[src/verilog/sbc_mode_map.vh]
// Constants for the restart and fail-safe mode sequencer
`ifndef SBC_MODE_MAP_VH
`define SBC_MODE_MAP_VH
// ----------------------------------------
// Clock and timing
// ----------------------------------------
`define CLK_FREQ_HZ 50000000
`define INIT_TIMEOUT_MS 256
`define INIT_TIMEOUT_CYC ((`CLK_FREQ_HZ / 1000) * `INIT_TIMEOUT_MS)
`define RESET_DELAY_SHORT_US 2000
`define RESET_DELAY_LONG_US 20000
`define RESET_DELAY_SHORT_CYC ((`CLK_FREQ_HZ / 1000000) * `RESET_DELAY_SHORT_US)
`define RESET_DELAY_LONG_CYC ((`CLK_FREQ_HZ / 1000000) * `RESET_DELAY_LONG_US)
// ----------------------------------------
// Configuration codes
// ----------------------------------------
`define CFG_DEV 3'h0
`define CFG_1 3'h1
`define CFG_2 3'h2
`define CFG_3 3'h3
`define CFG_4 3'h4
// ----------------------------------------
// Limp reason codes
// ----------------------------------------
`define LIMP_NONE 3'h0
`define LIMP_INIT_TIMEOUT 3'h1
`define LIMP_RESET_CLAMP 3'h2
`define LIMP_WD_FAIL 3'h3
`define LIMP_UV_TIMEOUT 3'h4
`define LIMP_THERMAL 3'h5
`define LIMP_FS_WAKE 3'h6
// ----------------------------------------
// Restart reason codes
// ----------------------------------------
`define RST_NONE 2'h0
`define RST_EXT_LOW 2'h1
`define RST_UNDERVOLT 2'h2
`define RST_WD_OR_CMD 2'h3
// ----------------------------------------
// Wake status selection
// ----------------------------------------
`define WAKE_SEL_WAKE 3'h0
`endif

[src/verilog/delay_timer.v]
// Loadable down-counter that pulses when a programmed delay runs out
`timescale 1ns/10ps
module delay_timer #(
  parameter WIDTH = 24
) (
  // Clock and reset
  input wire sys_clk_in,
  input wire reset_n_in,
  // Control
  input wire start_in,
  input wire stop_in,
  input wire [WIDTH-1:0] count_in,
  // Status
  output reg done_out
);

reg [WIDTH-1:0] count_ff;
reg run_ff;

always @(posedge sys_clk_in or negedge reset_n_in) begin
  if (!reset_n_in) begin
    count_ff <= {WIDTH{1'b0}};
    run_ff <= 1'b0;
    done_out <= 1'b0;
  end else begin
    done_out <= 1'b0;
    if (stop_in) begin
      run_ff <= 1'b0;
    end else if (start_in) begin
      count_ff <= count_in;
      run_ff <= 1'b1;
    end else if (run_ff) begin
      if (count_ff <= {{(WIDTH-1){1'b0}}, 1'b1}) begin
        run_ff <= 1'b0;
        done_out <= 1'b1;
      end else begin
        count_ff <= count_ff - {{(WIDTH-1){1'b0}}, 1'b1};
      end
    end
  end
end

endmodule

[src/verilog/sbc_restart_failsafe_control.v]
// Restart, fail-safe and development mode sequencer of the system basis chip
`timescale 1ns/10ps
`include "sbc_mode_map.vh"
module sbc_restart_failsafe_control #(
  parameter INIT_TIMEOUT_CYC = `INIT_TIMEOUT_CYC,
  parameter RST_SHORT_CYC = `RESET_DELAY_SHORT_CYC,
  parameter RST_LONG_CYC = `RESET_DELAY_LONG_CYC
) (
  // Clock and reset
  input wire sys_clk_in,
  input wire reset_n_in,
  // Pins from outside
  input wire test_pin_in,
  input wire [1:0] config_sel_in,
  input wire reset_line_in,
  // Analog monitors
  input wire main_uv_in,
  input wire main_uv_timeout_in,
  input wire supply_above_limp_uv_in,
  input wire thermal_shutdown_in,
  input wire reset_clamped_in,
  // Watchdog and wake
  input wire wd_fail_in,
  input wire wake_event_in,
  input wire [3:0] wake_source_in,
  // Commands decoded from SPI
  input wire cmd_normal_in,
  input wire cmd_flash_in,
  input wire cmd_sleep_in,
  input wire cmd_stop_in,
  input wire cmd_restart_in,
  input wire reset_delay_long_in,
  input wire limp_set_in,
  input wire limp_clear_in,
  input wire spi_frame_done_in,
  input wire reason_read_in,
  input wire wake_read_in,
  // Mode and pin outputs
  output reg [5:0] mode_out,
  output reg reset_output_n_out,
  output reg limp_home_output_out,
  output reg main_regulator_en_out,
  output reg aux_regulator_en_out,
  output reg trx_wake_capable_out,
  output reg int_n_out,
  // Status for SPI readout
  output reg [2:0] config_out,
  output reg [2:0] limp_reason_bits_out,
  output reg [1:0] restart_reason_bits_out,
  output reg [3:0] wake_status_bits_out,
  output reg [2:0] wake_sel_out,
  output reg wd_reset_bit_out,
  output reg report_reason_out
);

// ----------------------------------------
// Mode states
// ----------------------------------------
localparam ST_INIT = 6'h01;
localparam ST_NORMAL = 6'h02;
localparam ST_FLASH = 6'h04;
localparam ST_SLEEP = 6'h08;
localparam ST_STOP = 6'h10;
localparam ST_RESTART = 6'h20;
localparam ST_FAILSAFE = 6'h00;
localparam TW = 24;

// Fail-safe has its own flag so that the one-hot code stays six wide
reg failsafe_ff;
reg [5:0] state_ff;
reg [5:0] nxt_state;
reg nxt_failsafe;

// ----------------------------------------
// Input synchronisers
// ----------------------------------------
reg [2:0] rst_sync_ff;
reg [2:0] test_sync_ff;
reg rst_line_ff;
reg [1:0] fill_ff;
reg [3:0] own_rel_ff;
reg cfg_taken_ff;
reg [2:0] cfg_ff;
reg wd_cnt_ff;
reg thermal_latch_ff;
reg [TW-1:0] init_cnt_ff;
reg init_tmo_ff;
reg timer_start_ff;

always @(posedge sys_clk_in or negedge reset_n_in) begin
  if (!reset_n_in) begin
    rst_sync_ff <= 3'h7;
    test_sync_ff <= 3'h7;
    rst_line_ff <= 1'b1;
    fill_ff <= 2'h0;
    own_rel_ff <= 4'hF;
  end else begin
    rst_sync_ff <= {rst_sync_ff[1:0], reset_line_in};
    test_sync_ff <= {test_sync_ff[1:0], test_pin_in};
    if (rst_sync_ff[1] == rst_sync_ff[2]) begin
      rst_line_ff <= rst_sync_ff[2];
    end
    // Test pin is trusted only once the synchroniser has filled
    fill_ff <= {fill_ff[0], 1'b1};
    // Own reset release delayed by the line synchroniser latency
    own_rel_ff <= {own_rel_ff[2:0], reset_output_n_out};
  end
end

// ----------------------------------------
// Configuration taken once after reset release
// ----------------------------------------
always @(posedge sys_clk_in or negedge reset_n_in) begin
  if (!reset_n_in) begin
    cfg_taken_ff <= 1'b0;
    cfg_ff <= `CFG_1;
  end else if (!cfg_taken_ff && fill_ff[1] && test_sync_ff[1] == test_sync_ff[2]) begin
    cfg_taken_ff <= 1'b1;
    if (!test_sync_ff[2]) begin
      cfg_ff <= `CFG_DEV;
    end else begin
      cfg_ff <= {1'b0, config_sel_in} + 3'h1;
    end
  end
end

wire dev_mode = (cfg_ff == `CFG_DEV);
wire ext_reset = !rst_line_ff && (&own_rel_ff);
wire wd_evt = wd_fail_in && !dev_mode;
wire clamp_fs = reset_clamped_in && (cfg_ff == `CFG_2 || cfg_ff == `CFG_4);
wire wd_fs = wd_evt && ((cfg_ff == `CFG_2) || (cfg_ff == `CFG_4 && wd_cnt_ff));
wire uv_fs = main_uv_timeout_in && supply_above_limp_uv_in;
wire fs_cause = wd_fs || uv_fs || thermal_shutdown_in || clamp_fs;
wire run_mode = (state_ff == ST_NORMAL) || (state_ff == ST_STOP) || (state_ff == ST_FLASH);
wire timer_done;

// Picks the limp reason code for a fail-safe entry
function [2:0] fs_code;
  input wd;
  input uv;
  input th;
  begin
    if (th) begin
      fs_code = `LIMP_THERMAL;
    end else if (uv) begin
      fs_code = `LIMP_UV_TIMEOUT;
    end else if (wd) begin
      fs_code = `LIMP_WD_FAIL;
    end else begin
      fs_code = `LIMP_RESET_CLAMP;
    end
  end
endfunction

// ----------------------------------------
// Init-mode timeout
// ----------------------------------------
always @(posedge sys_clk_in or negedge reset_n_in) begin
  if (!reset_n_in) begin
    init_cnt_ff <= {TW{1'b0}};
    init_tmo_ff <= 1'b0;
  end else if (state_ff == ST_INIT && !failsafe_ff && reset_output_n_out) begin
    init_tmo_ff <= (init_cnt_ff == INIT_TIMEOUT_CYC[TW-1:0] - {{(TW-1){1'b0}}, 1'b1});
    init_cnt_ff <= init_cnt_ff + {{(TW-1){1'b0}}, 1'b1};
  end else begin
    init_cnt_ff <= {TW{1'b0}};
    init_tmo_ff <= 1'b0;
  end
end

// ----------------------------------------
// Next mode
// ----------------------------------------
always @* begin
  nxt_state = state_ff;
  nxt_failsafe = failsafe_ff;
  if (failsafe_ff) begin
    if (thermal_latch_ff) begin
      if (!thermal_shutdown_in) begin
        nxt_failsafe = 1'b0;
        nxt_state = ST_RESTART;
      end
    end else if (wake_event_in) begin
      nxt_failsafe = 1'b0;
      nxt_state = ST_RESTART;
    end
  end else if (fs_cause && state_ff != ST_SLEEP) begin
    nxt_failsafe = 1'b1;
    nxt_state = ST_FAILSAFE;
  end else if (ext_reset) begin
    nxt_state = ST_RESTART;
  end else begin
    case (state_ff)
      ST_INIT: begin
        if (cmd_normal_in) begin
          nxt_state = ST_NORMAL;
        end else if (cmd_flash_in) begin
          nxt_state = ST_FLASH;
        end else if (init_tmo_ff || reset_clamped_in) begin
          nxt_state = ST_RESTART;
        end
      end
      ST_NORMAL, ST_STOP, ST_FLASH: begin
        if (main_uv_in || wd_evt || reset_clamped_in) begin
          nxt_state = ST_RESTART;
        end else if (state_ff == ST_FLASH && cmd_restart_in) begin
          nxt_state = ST_RESTART;
        end else if (state_ff != ST_FLASH && cmd_sleep_in) begin
          nxt_state = ST_SLEEP;
        end else if (state_ff == ST_NORMAL && cmd_stop_in) begin
          nxt_state = ST_STOP;
        end else if (state_ff == ST_NORMAL && cmd_flash_in) begin
          nxt_state = ST_RESTART;
        end else if (state_ff == ST_STOP && cmd_normal_in) begin
          nxt_state = ST_NORMAL;
        end
      end
      ST_SLEEP: begin
        if (wake_event_in) begin
          nxt_state = ST_RESTART;
        end
      end
      ST_RESTART: begin
        if (timer_done) begin
          nxt_state = ST_NORMAL;
        end
      end
      default: begin
        nxt_state = ST_INIT;
      end
    endcase
  end
end

always @(posedge sys_clk_in or negedge reset_n_in) begin
  if (!reset_n_in) begin
    state_ff <= ST_INIT;
    failsafe_ff <= 1'b0;
    thermal_latch_ff <= 1'b0;
    wd_cnt_ff <= 1'b0;
    timer_start_ff <= 1'b0;
  end else begin
    state_ff <= nxt_state;
    failsafe_ff <= nxt_failsafe;
    timer_start_ff <= (nxt_state == ST_RESTART) && (state_ff != ST_RESTART || failsafe_ff);
    if (!failsafe_ff && nxt_failsafe) begin
      thermal_latch_ff <= thermal_shutdown_in;
    end else if (!nxt_failsafe) begin
      thermal_latch_ff <= 1'b0;
    end
    if (failsafe_ff && !nxt_failsafe && !thermal_latch_ff) begin
      wd_cnt_ff <= 1'b0;
    end else if (wd_evt && run_mode) begin
      wd_cnt_ff <= 1'b1;
    end else if (cmd_normal_in && state_ff == ST_NORMAL) begin
      wd_cnt_ff <= wd_cnt_ff;
    end
  end
end

// ----------------------------------------
// Reset-delay timer
// ----------------------------------------
delay_timer #(
  .WIDTH(TW)
) u_delay (
  .sys_clk_in(sys_clk_in),
  .reset_n_in(reset_n_in),
  .start_in(timer_start_ff),
  .stop_in(failsafe_ff),
  .count_in(reset_delay_long_in ? RST_LONG_CYC[TW-1:0] : RST_SHORT_CYC[TW-1:0]),
  .done_out(timer_done)
);

// ----------------------------------------
// Outputs and reason latches
// ----------------------------------------
wire entering_rst = (nxt_state == ST_RESTART) && (state_ff != ST_RESTART || failsafe_ff);
wire entering_fs = nxt_failsafe && !failsafe_ff;
wire wd_restart = wd_evt && run_mode && entering_rst;

always @(posedge sys_clk_in or negedge reset_n_in) begin
  if (!reset_n_in) begin
    mode_out <= ST_INIT;
    reset_output_n_out <= 1'b1;
    limp_home_output_out <= 1'b0;
    main_regulator_en_out <= 1'b1;
    aux_regulator_en_out <= 1'b0;
    trx_wake_capable_out <= 1'b0;
    int_n_out <= 1'b1;
    config_out <= `CFG_1;
    limp_reason_bits_out <= `LIMP_NONE;
    restart_reason_bits_out <= `RST_NONE;
    wake_status_bits_out <= 4'h0;
    wake_sel_out <= `WAKE_SEL_WAKE;
    wd_reset_bit_out <= 1'b0;
    report_reason_out <= 1'b0;
  end else begin
    mode_out <= nxt_state;
    config_out <= cfg_ff;
    reset_output_n_out <= !(nxt_state == ST_RESTART || nxt_failsafe);
    main_regulator_en_out <= !(nxt_failsafe || nxt_state == ST_SLEEP);
    aux_regulator_en_out <= run_mode && !nxt_failsafe;
    trx_wake_capable_out <= nxt_failsafe || nxt_state == ST_SLEEP;
    int_n_out <= !(wd_fail_in && dev_mode);
    // Limp-home: set by faults, never cleared by restart entry or exit
    if (entering_fs || (entering_rst && (init_tmo_ff || reset_clamped_in) && !ext_reset)) begin
      limp_home_output_out <= 1'b1;
    end else if (wd_restart && (cfg_ff == `CFG_1 || (cfg_ff == `CFG_3 && wd_cnt_ff))) begin
      limp_home_output_out <= 1'b1;
    end else if (limp_set_in && run_mode) begin
      limp_home_output_out <= 1'b1;
    end else if (limp_clear_in && run_mode && !failsafe_ff) begin
      limp_home_output_out <= 1'b0;
    end
    // Reason bits: a new cause wins over a clearing read
    if (entering_fs) begin
      limp_reason_bits_out <= fs_code(wd_fs, uv_fs, thermal_shutdown_in);
    end else if (failsafe_ff && entering_rst && !thermal_latch_ff) begin
      limp_reason_bits_out <= `LIMP_FS_WAKE;
    end else if (entering_rst && state_ff == ST_INIT && init_tmo_ff && !ext_reset) begin
      limp_reason_bits_out <= `LIMP_INIT_TIMEOUT;
    end else if (entering_rst && reset_clamped_in && !ext_reset) begin
      limp_reason_bits_out <= `LIMP_RESET_CLAMP;
    end else if (reason_read_in) begin
      limp_reason_bits_out <= `LIMP_NONE;
    end
    if (entering_rst && ext_reset) begin
      restart_reason_bits_out <= `RST_EXT_LOW;
    end else if (entering_rst && run_mode && main_uv_in) begin
      restart_reason_bits_out <= `RST_UNDERVOLT;
    end else if (entering_rst && run_mode && !reset_clamped_in) begin
      restart_reason_bits_out <= `RST_WD_OR_CMD;
    end else if (reason_read_in) begin
      restart_reason_bits_out <= `RST_NONE;
    end
    if ((entering_rst && state_ff == ST_SLEEP) || (failsafe_ff && entering_rst && !thermal_latch_ff)) begin
      wake_status_bits_out <= wake_source_in;
      wake_sel_out <= `WAKE_SEL_WAKE;
    end else if (wake_read_in) begin
      wake_status_bits_out <= 4'h0;
    end
    if (wd_fail_in && dev_mode) begin
      wd_reset_bit_out <= 1'b1;
    end else if (reason_read_in) begin
      wd_reset_bit_out <= 1'b0;
    end
    // First response in normal mode after a restart carries the reason
    if (state_ff == ST_RESTART && nxt_state == ST_NORMAL) begin
      report_reason_out <= 1'b1;
    end else if (spi_frame_done_in) begin
      report_reason_out <= 1'b0;
    end
  end
end

endmodule

[config.mk]
export PLATFORM = sky130hd
export DESIGN_NAME = sbc_restart_failsafe_control
export DESIGN_NICKNAME = d
export VERILOG_FILES = /design/src/verilog/delay_timer.v /design/src/verilog/sbc_restart_failsafe_control.v
export VERILOG_INCLUDE_DIRS = /design/src /design/src/verilog
export SDC_FILE = /design/constraint.sdc
export NUM_CORES = 1
export LEC_CHECK = 0
export ABC_AREA = 1
export BUFFER_PORTS_ARGS = -buffer_cell sky130_fd_sc_hd__buf_2
export CAP_MARGIN = 20
export CORE_MARGIN = 1
export CORE_UTILIZATION = 50
export CTS_CLUSTER_SIZE = 30
export DETAILED_ROUTE_END_ITERATION = 10
export GPL_TIMING_DRIVEN = 0
export PLACE_DENSITY = 0.69
export SETUP_SLACK_MARGIN = 0.4
export SYNTH_ARGS = -nofsm -noshare
export SYNTH_HDL_FRONTEND = slang
export SYNTH_HIERARCHICAL = 1
export SYNTH_SLANG_ARGS = --single-unit
export TNS_END_PERCENT = 100
[constraint.sdc]
create_clock -name sys_clk_in -period 6.6 [get_ports sys_clk_in]
set_input_delay 0.66 -clock sys_clk_in [delete_from_list [all_inputs] [get_ports sys_clk_in]]
set_output_delay 0.66 -clock sys_clk_in [all_outputs]
set_load 0.02 [all_outputs]
Word-level counts from Yosys, hierarchy flattened
Index checks and enable logic that the tools add are counted.
{ "op_classes": {"shift": 0, "reduce_logical": 83, "n_div": 0, "mul": 0, "magnitude_cmp": 1, "bitwise": 1, "n_mux": 63, "add_sub_neg": 3, "eq_ne": 21} }
{ "ops": {"columns": ["cell", "n"], "rows": [
  ["$mux 24", 4],
  ["$mux 6", 16],
  ["$logic_and 1x1->1", 44],
  ["$mux 1", 27],
  ["$add 24x1->24 const B", 1],
  ["$eq 24x24->1 const B", 1],
  ["$le 24x1->1 const B", 1],
  ["$mux 3", 8],
  ["$pmux 6 s4", 1],
  ["$sub 24x1->24 const B", 1],
  ["$mux 20", 1],
  ["$logic_or 1x1->1", 16],
  ["$eq 6x2->1 const B", 2],
  ["$eq 6x4->1 const B", 2],
  ["$eq 6x6->1 const B", 2],
  ["$logic_not 1->1", 11],
  ["$reduce_bool 2->1", 5],
  ["$mux 2", 4],
  ["$mux 4", 2],
  ["$reduce_bool 4->1", 2],
  ["$eq 3x2->1 const B", 2],
  ["$eq 6x1->1 const B", 1],
  ["$eq 6x3->1 const B", 1],
  ["$eq 6x5->1 const B", 1],
  ["other kinds (15)", 16]
]} }
{ "totals": {"in_bits": 28, "n_memories": 0, "mem_bits_ro": 0, "latchBits": 0, "ramBits": 0, "output_inout_bits": 29, "regBits": 98} }

Logic depth before layout (Yosys ltp)
{ "depth": {"word_depth": 20, "ltp_mapped": 20, "depth_no_buf": 20} }

Modules after synthesis
The synthesis kept the hierarchy.
{ "by_module_without_submodules": {"columns": ["mod", "instances", "seq_area_each_um2", "cells_each", "area_per_inst_um2"], "rows": [
  ["sbc_restart_failsafe_control", 1, 1823.0, 447, 3636.0],
  ["delay_timer", 1, 650.6, 343, 2073.2]
]} }

Worst setup path before layout
OpenSTA, ideal clock, no wires.
{ "synth_timing": {"path_kind": "register -> register", "start": "register mode_out[2] (netlist name)", "end": "register limp_reason_bits_out[0]", "path_buffers": 1, "arrival_time_ns": 2.039, "setup_slack_ns": 4.442, "stages_incl_launch_ff": 19, "synth_period_minus_slack_ns": 2.158, "cell_sequence": "dfrtp_1 > inv_1 > nor2_1 > nand3_2 > nand3_2 > buf_6 > nor2_4 > nor2_1 > nor2_1 > nor2_2 > inv_2 > nor2_4 > nand2_2 > nor2_8 > nand2_4 > nand2_1 > nor2_1 > nor2_1 > nand2_1"} }
{ "synth_rtl": {"columns": ["item", "line_no", "rtl"], "rows": [
  ["end signal, assigned", "sbc_restart_failsafe_control.v:292", "limp_reason_bits_out <= `LIMP_NONE;"],
  ["end signal, assigned", "sbc_restart_failsafe_control.v:318", "limp_reason_bits_out <= fs_code(wd_fs, uv_fs, thermal_shutdown_in);"],
  ["end signal, assigned", "sbc_restart_failsafe_control.v:320", "limp_reason_bits_out <= `LIMP_FS_WAKE;"],
  ["end, declared", "sbc_restart_failsafe_control.v:48", "output reg [2:0] limp_reason_bits_out,"]
]} }

Final worst setup path
{ "layout_timing": {"start": "register init_cnt_ff[0]", "end": "register init_cnt_ff[20]"} }
{ "layout_via": {"elab_chain_cells": 2} }
{ "layout_lines": {"columns": ["item", "line_no", "rtl"], "rows": [
  ["start, declared", "sbc_restart_failsafe_control.v:86", "reg [TW-1:0] init_cnt_ff;"],
  ["start signal, assigned", "sbc_restart_failsafe_control.v:160", "init_cnt_ff <= {TW{1'b0}};"],
  ["start signal, assigned", "sbc_restart_failsafe_control.v:164", "init_cnt_ff <= init_cnt_ff + {{(TW-1){1'b0}}, 1'b1};"],
  ["start signal, assigned", "sbc_restart_failsafe_control.v:166", "init_cnt_ff <= {TW{1'b0}};"],
  ["$add 24x1->24", "sbc_restart_failsafe_control.v:164", null],
  ["$mux 24", "sbc_restart_failsafe_control.v:162", "end else if (state_ff == ST_INIT && !failsafe_ff && reset_output_n_out) begin"]
]} }
Every way passes these cells.
A chain may end at the register's enable or synchronous reset.

==> results.md <==
* Status: finished, final reports clean
* Buffers and inverters on the worst path at 1
* Drt drc at 0
* Initial antenna violation count at 0
* Share of cells above drive strength 1 at 16.9%
* Final Instance Count excl. Fillers at between 1000 and 1500
* Hold-fix buffers, CTS at 0
* R2r endpoint: init_cnt_ff[20]
* Final #Nets at 904
* CP required at 6840 ps
* Vias in the first global route at 4924
* Sequential share of power at between 30% and 40%
* Synth cell types at 40
* Synth Warn # at 6
* Die Wd at 109 um
* Power Internal at 1.45 mW
* Vias at 5212
* Clk network pwr share at between 20 and 25%
* Worst reg2reg path depth at 16
* Top post-synthesis cells by area: dfrtp_1 36%, nand2_1 16%, nor2_1 8.2%
* All-Layer GR Usage at 23.9%
* First-pass GRT wire length at between 20 and 25 mm
* Routability Congestion at between 0.8 and 0.9
* RSZ-0062 raised after global routing: false
* Setup crit end kind: flop
* Core footprint at roughly 11000 sq um
* Layout fillers at ~1000
* Final Hold Fails at 0
* Leak Pwr at between 3 and 4 nW
* Post-synth top area share at 35.5%
* Sequential element share of the synthesized area at 43.3%
* Clk_skew at approximately 10 ps
* Die footprint at approximately 12000 sq um
* Worst-path cell chain: ha_1 > nand2_1 > inv_1 > nand2_1 > nor2_1 > nand2_1 > nor2_1 > nand4_1 > nor2_1 > nand2_1 > nor2_2 > nand3_1 > nor2_1 > nand3_1 > o21ai_0 > a21oi_1
* Place WS at 4000 ps
* Crit path time final at between 2000 and 2500 ps
* Vias per cell at slightly above 5
* CTS sink count at 98
* Worst vdd ir at around 0.00035 V
* Critical path arrival at between 2000 and 3000 ps
* Drt total wl at around 13 mm
* Slew Limit Headroom at approximately 65%
* Multi-input logic area at roughly 2800 sq um
* Met3 usage at a little under 4%
* Psw at 1.14 mW
* HPWL after DPL at about 9.9 mm
* Highest-count cells in the layout ignoring fill and taps: 236 x nand2_1, 125 x nor2_1, 82 x inv_1
* Reg-to-reg slack, setup at between 4000 and 5000 ps
* Routed len/inst at ~13 um
* MaxCap Viol Count at 0
* Synth Register Bits at 98
* Area Overhead vs Synth at 14.9%
* Fin Setup TNS at 0 ps
* Post-Syn Area at around 5700 sq um
* Actual slew at the worst max-slew pin at 523 ps
* Htree depth at 3
* # port buffers at 53
* Placed insts at approximately 1000
* Initial core utilization at roughly half
* Antenna cell count at 0
* Worst-Skew Late Latency at about 350 ps
* Final ANT Viol Nets at 0
* Initial DRC count at about 480
* CTS resizes at 0
* Maximum clock frequency at 402 MHz
* Syn Area/Cell at between 7 and 8 sq um
* Final worst slack at about 4100 ps
* Grt ovf at 0
* CTS tree: done
* CP Class: flop to flop
* Largest net degree at the start of global routing at between 60 and 70
* Crit-path max FO at 5
* Num CTS Buffers at 9
* Worst path slowest cell: dfrtp_1
* Sequential standard cell area at 2470 sq um
* Final worst-path cycle share at a little under two fifths
* Clock Pin Slew Worst Setup and Hold Paths at 70 ps
* Commonest non-fill, non-tap cell in the layout: nand2_1
* Net Sw Frac at around 44%
* Stages on worst setup path at 16
* Max Slew Vio Count at 0
* Max clock buf depth at 2
* Post-CTS setup buffers at 0
* Yosys top cell by area: dfrtp_1
* Power Dens Cells at approximately 390 nW/um^2
* Die Ht at around 110 um
* Combinational power share at 42.8%
* Final setup violation count at 0
* Crit-path leading delay family: simple AND/OR/NAND/NOR gates
* Drt first pass iters at 5
* CP peak stage delay at 370 ps
* Reg-to-Reg Start: init_cnt_ff[0]
* Row Count at 38
* Hold WC Path Type: input pin to async pin
* M2 GR Usage at roughly 41%
* Ports at 57
* Busiest metal layer after global routing: met2
* Synth Instances at 790
* Critical Path Start: init_cnt_ff[0]
* GR Util met1 at 31.1%
* Startpoint types: flop
* Tot Pwr at roughly 2.6 mW
* Clock Root Buffer: clkbuf_16
## power by group through the flow
stage / combinational (mW) / sequential [mW] / clock (mW)
after floorplan: 0.785 / 0.955 / 0
after global placement: 1.07 / 0.925 / 0
after detailed placement: 1.11 / 0.931 / 0
after CTS: 1.11 / 0.922 / 0.574
after global routing: 1.26 / 0.946 / 0.597
final: 1.11 / 0.924 / 0.557
## metal layers
| layer | share of wire (%) | vias up | wire (um) |
|---|---|---|---|
| li1 | - | 2665 | - |
| met1 | 45 | 2385 | 5890 |
| met2 | 48 | 150 | 6390 |
| met3 | 5.9 | 12 | 784 |
| met4 | 1.3 | 0 | 167 |
| met5 | 0 | - | 0 |
## cell usage after synthesis, drive strengths merged
| cell | number |
|---|---|
| nand3b | 8 |
| or2 | 4 |
| nand2 | 245 |
| nor2 | 145 |
| a21boi | 2 |
| o211ai | 2 |
| clkbuf | 7 |
| a31oi | 4 |
| buf | 9 |
| nor4 | 4 |
| o21ai | 30 |
| a21oi | 23 |
| conb | 2 |
| nor3b | 2 |
| ha | 4 |
| a32o | 1 |
| xor2 | 5 |
| nand4 | 27 |
| nand3 | 59 |
| dfrtp | 81 |
| and2 | 1 |
| inv | 91 |
| nor3 | 11 |
| o21a | 3 |
| and3 | 2 |
| maj3 | 1 |
| dfstp | 17 |
## cell type report
type                       count  area share (%)
multi-input combinational    602            43.4
sequential                    98            37.7
inverter                      91            5.20
timing repair buffer          54            4.50
clock buffer                   9            3.43
tap                          140            2.67
buffer                        16            1.72
clock inverter                 7            1.43
## flip-flops by register name, indices dropped and copies added (netlist names), 2 cells and up
register / flops
fill_ff: 2
rst_sync_ff: 3
restart_reason_bits_out: 2
own_rel_ff: 4
config_out: 3
cfg_ff: 3
wake_status_bits_out: 4
init_cnt_ff: 24
u_delay/count_ff: 24
mode_out: 6
limp_reason_bits_out: 3
test_sync_ff: 3
## worst max path at each step
stage	to	slack [ps]
floorplan	limp_reason_bits_out[0]	4440
global placement	fill_ff[0]	3880
detailed placement	limp_reason_bits_out[0]	4000
CTS	init_cnt_ff[20]	4110
global route	init_cnt_ff[20]	3830
finish	init_cnt_ff[20]	4110
## logic make-up after synthesis
logic type,synth area share (%)
simple gates,40.2
buf+inv,7.96
flops,43.3
compound gates,6.57
xor+xnor,0.767
fa+ha+maj,1.05
other cells,0.132
## through the flow
| step | utilization, % | area [sq um] | hold WS, ps |
|---|---|---|---|
| after floorplan | - | 5770 | 331 |
| after global placement | 56.6 | 6210 | 338 |
| after detailed placement | 56.8 | 6240 | 342 |
| after CTS | 59.8 | 6560 | 280 |
| after global routing | 59.8 | 6560 | 306 |
| final | 59.8 | 6560 | 271 |
(Power assumes the default switching activity.)
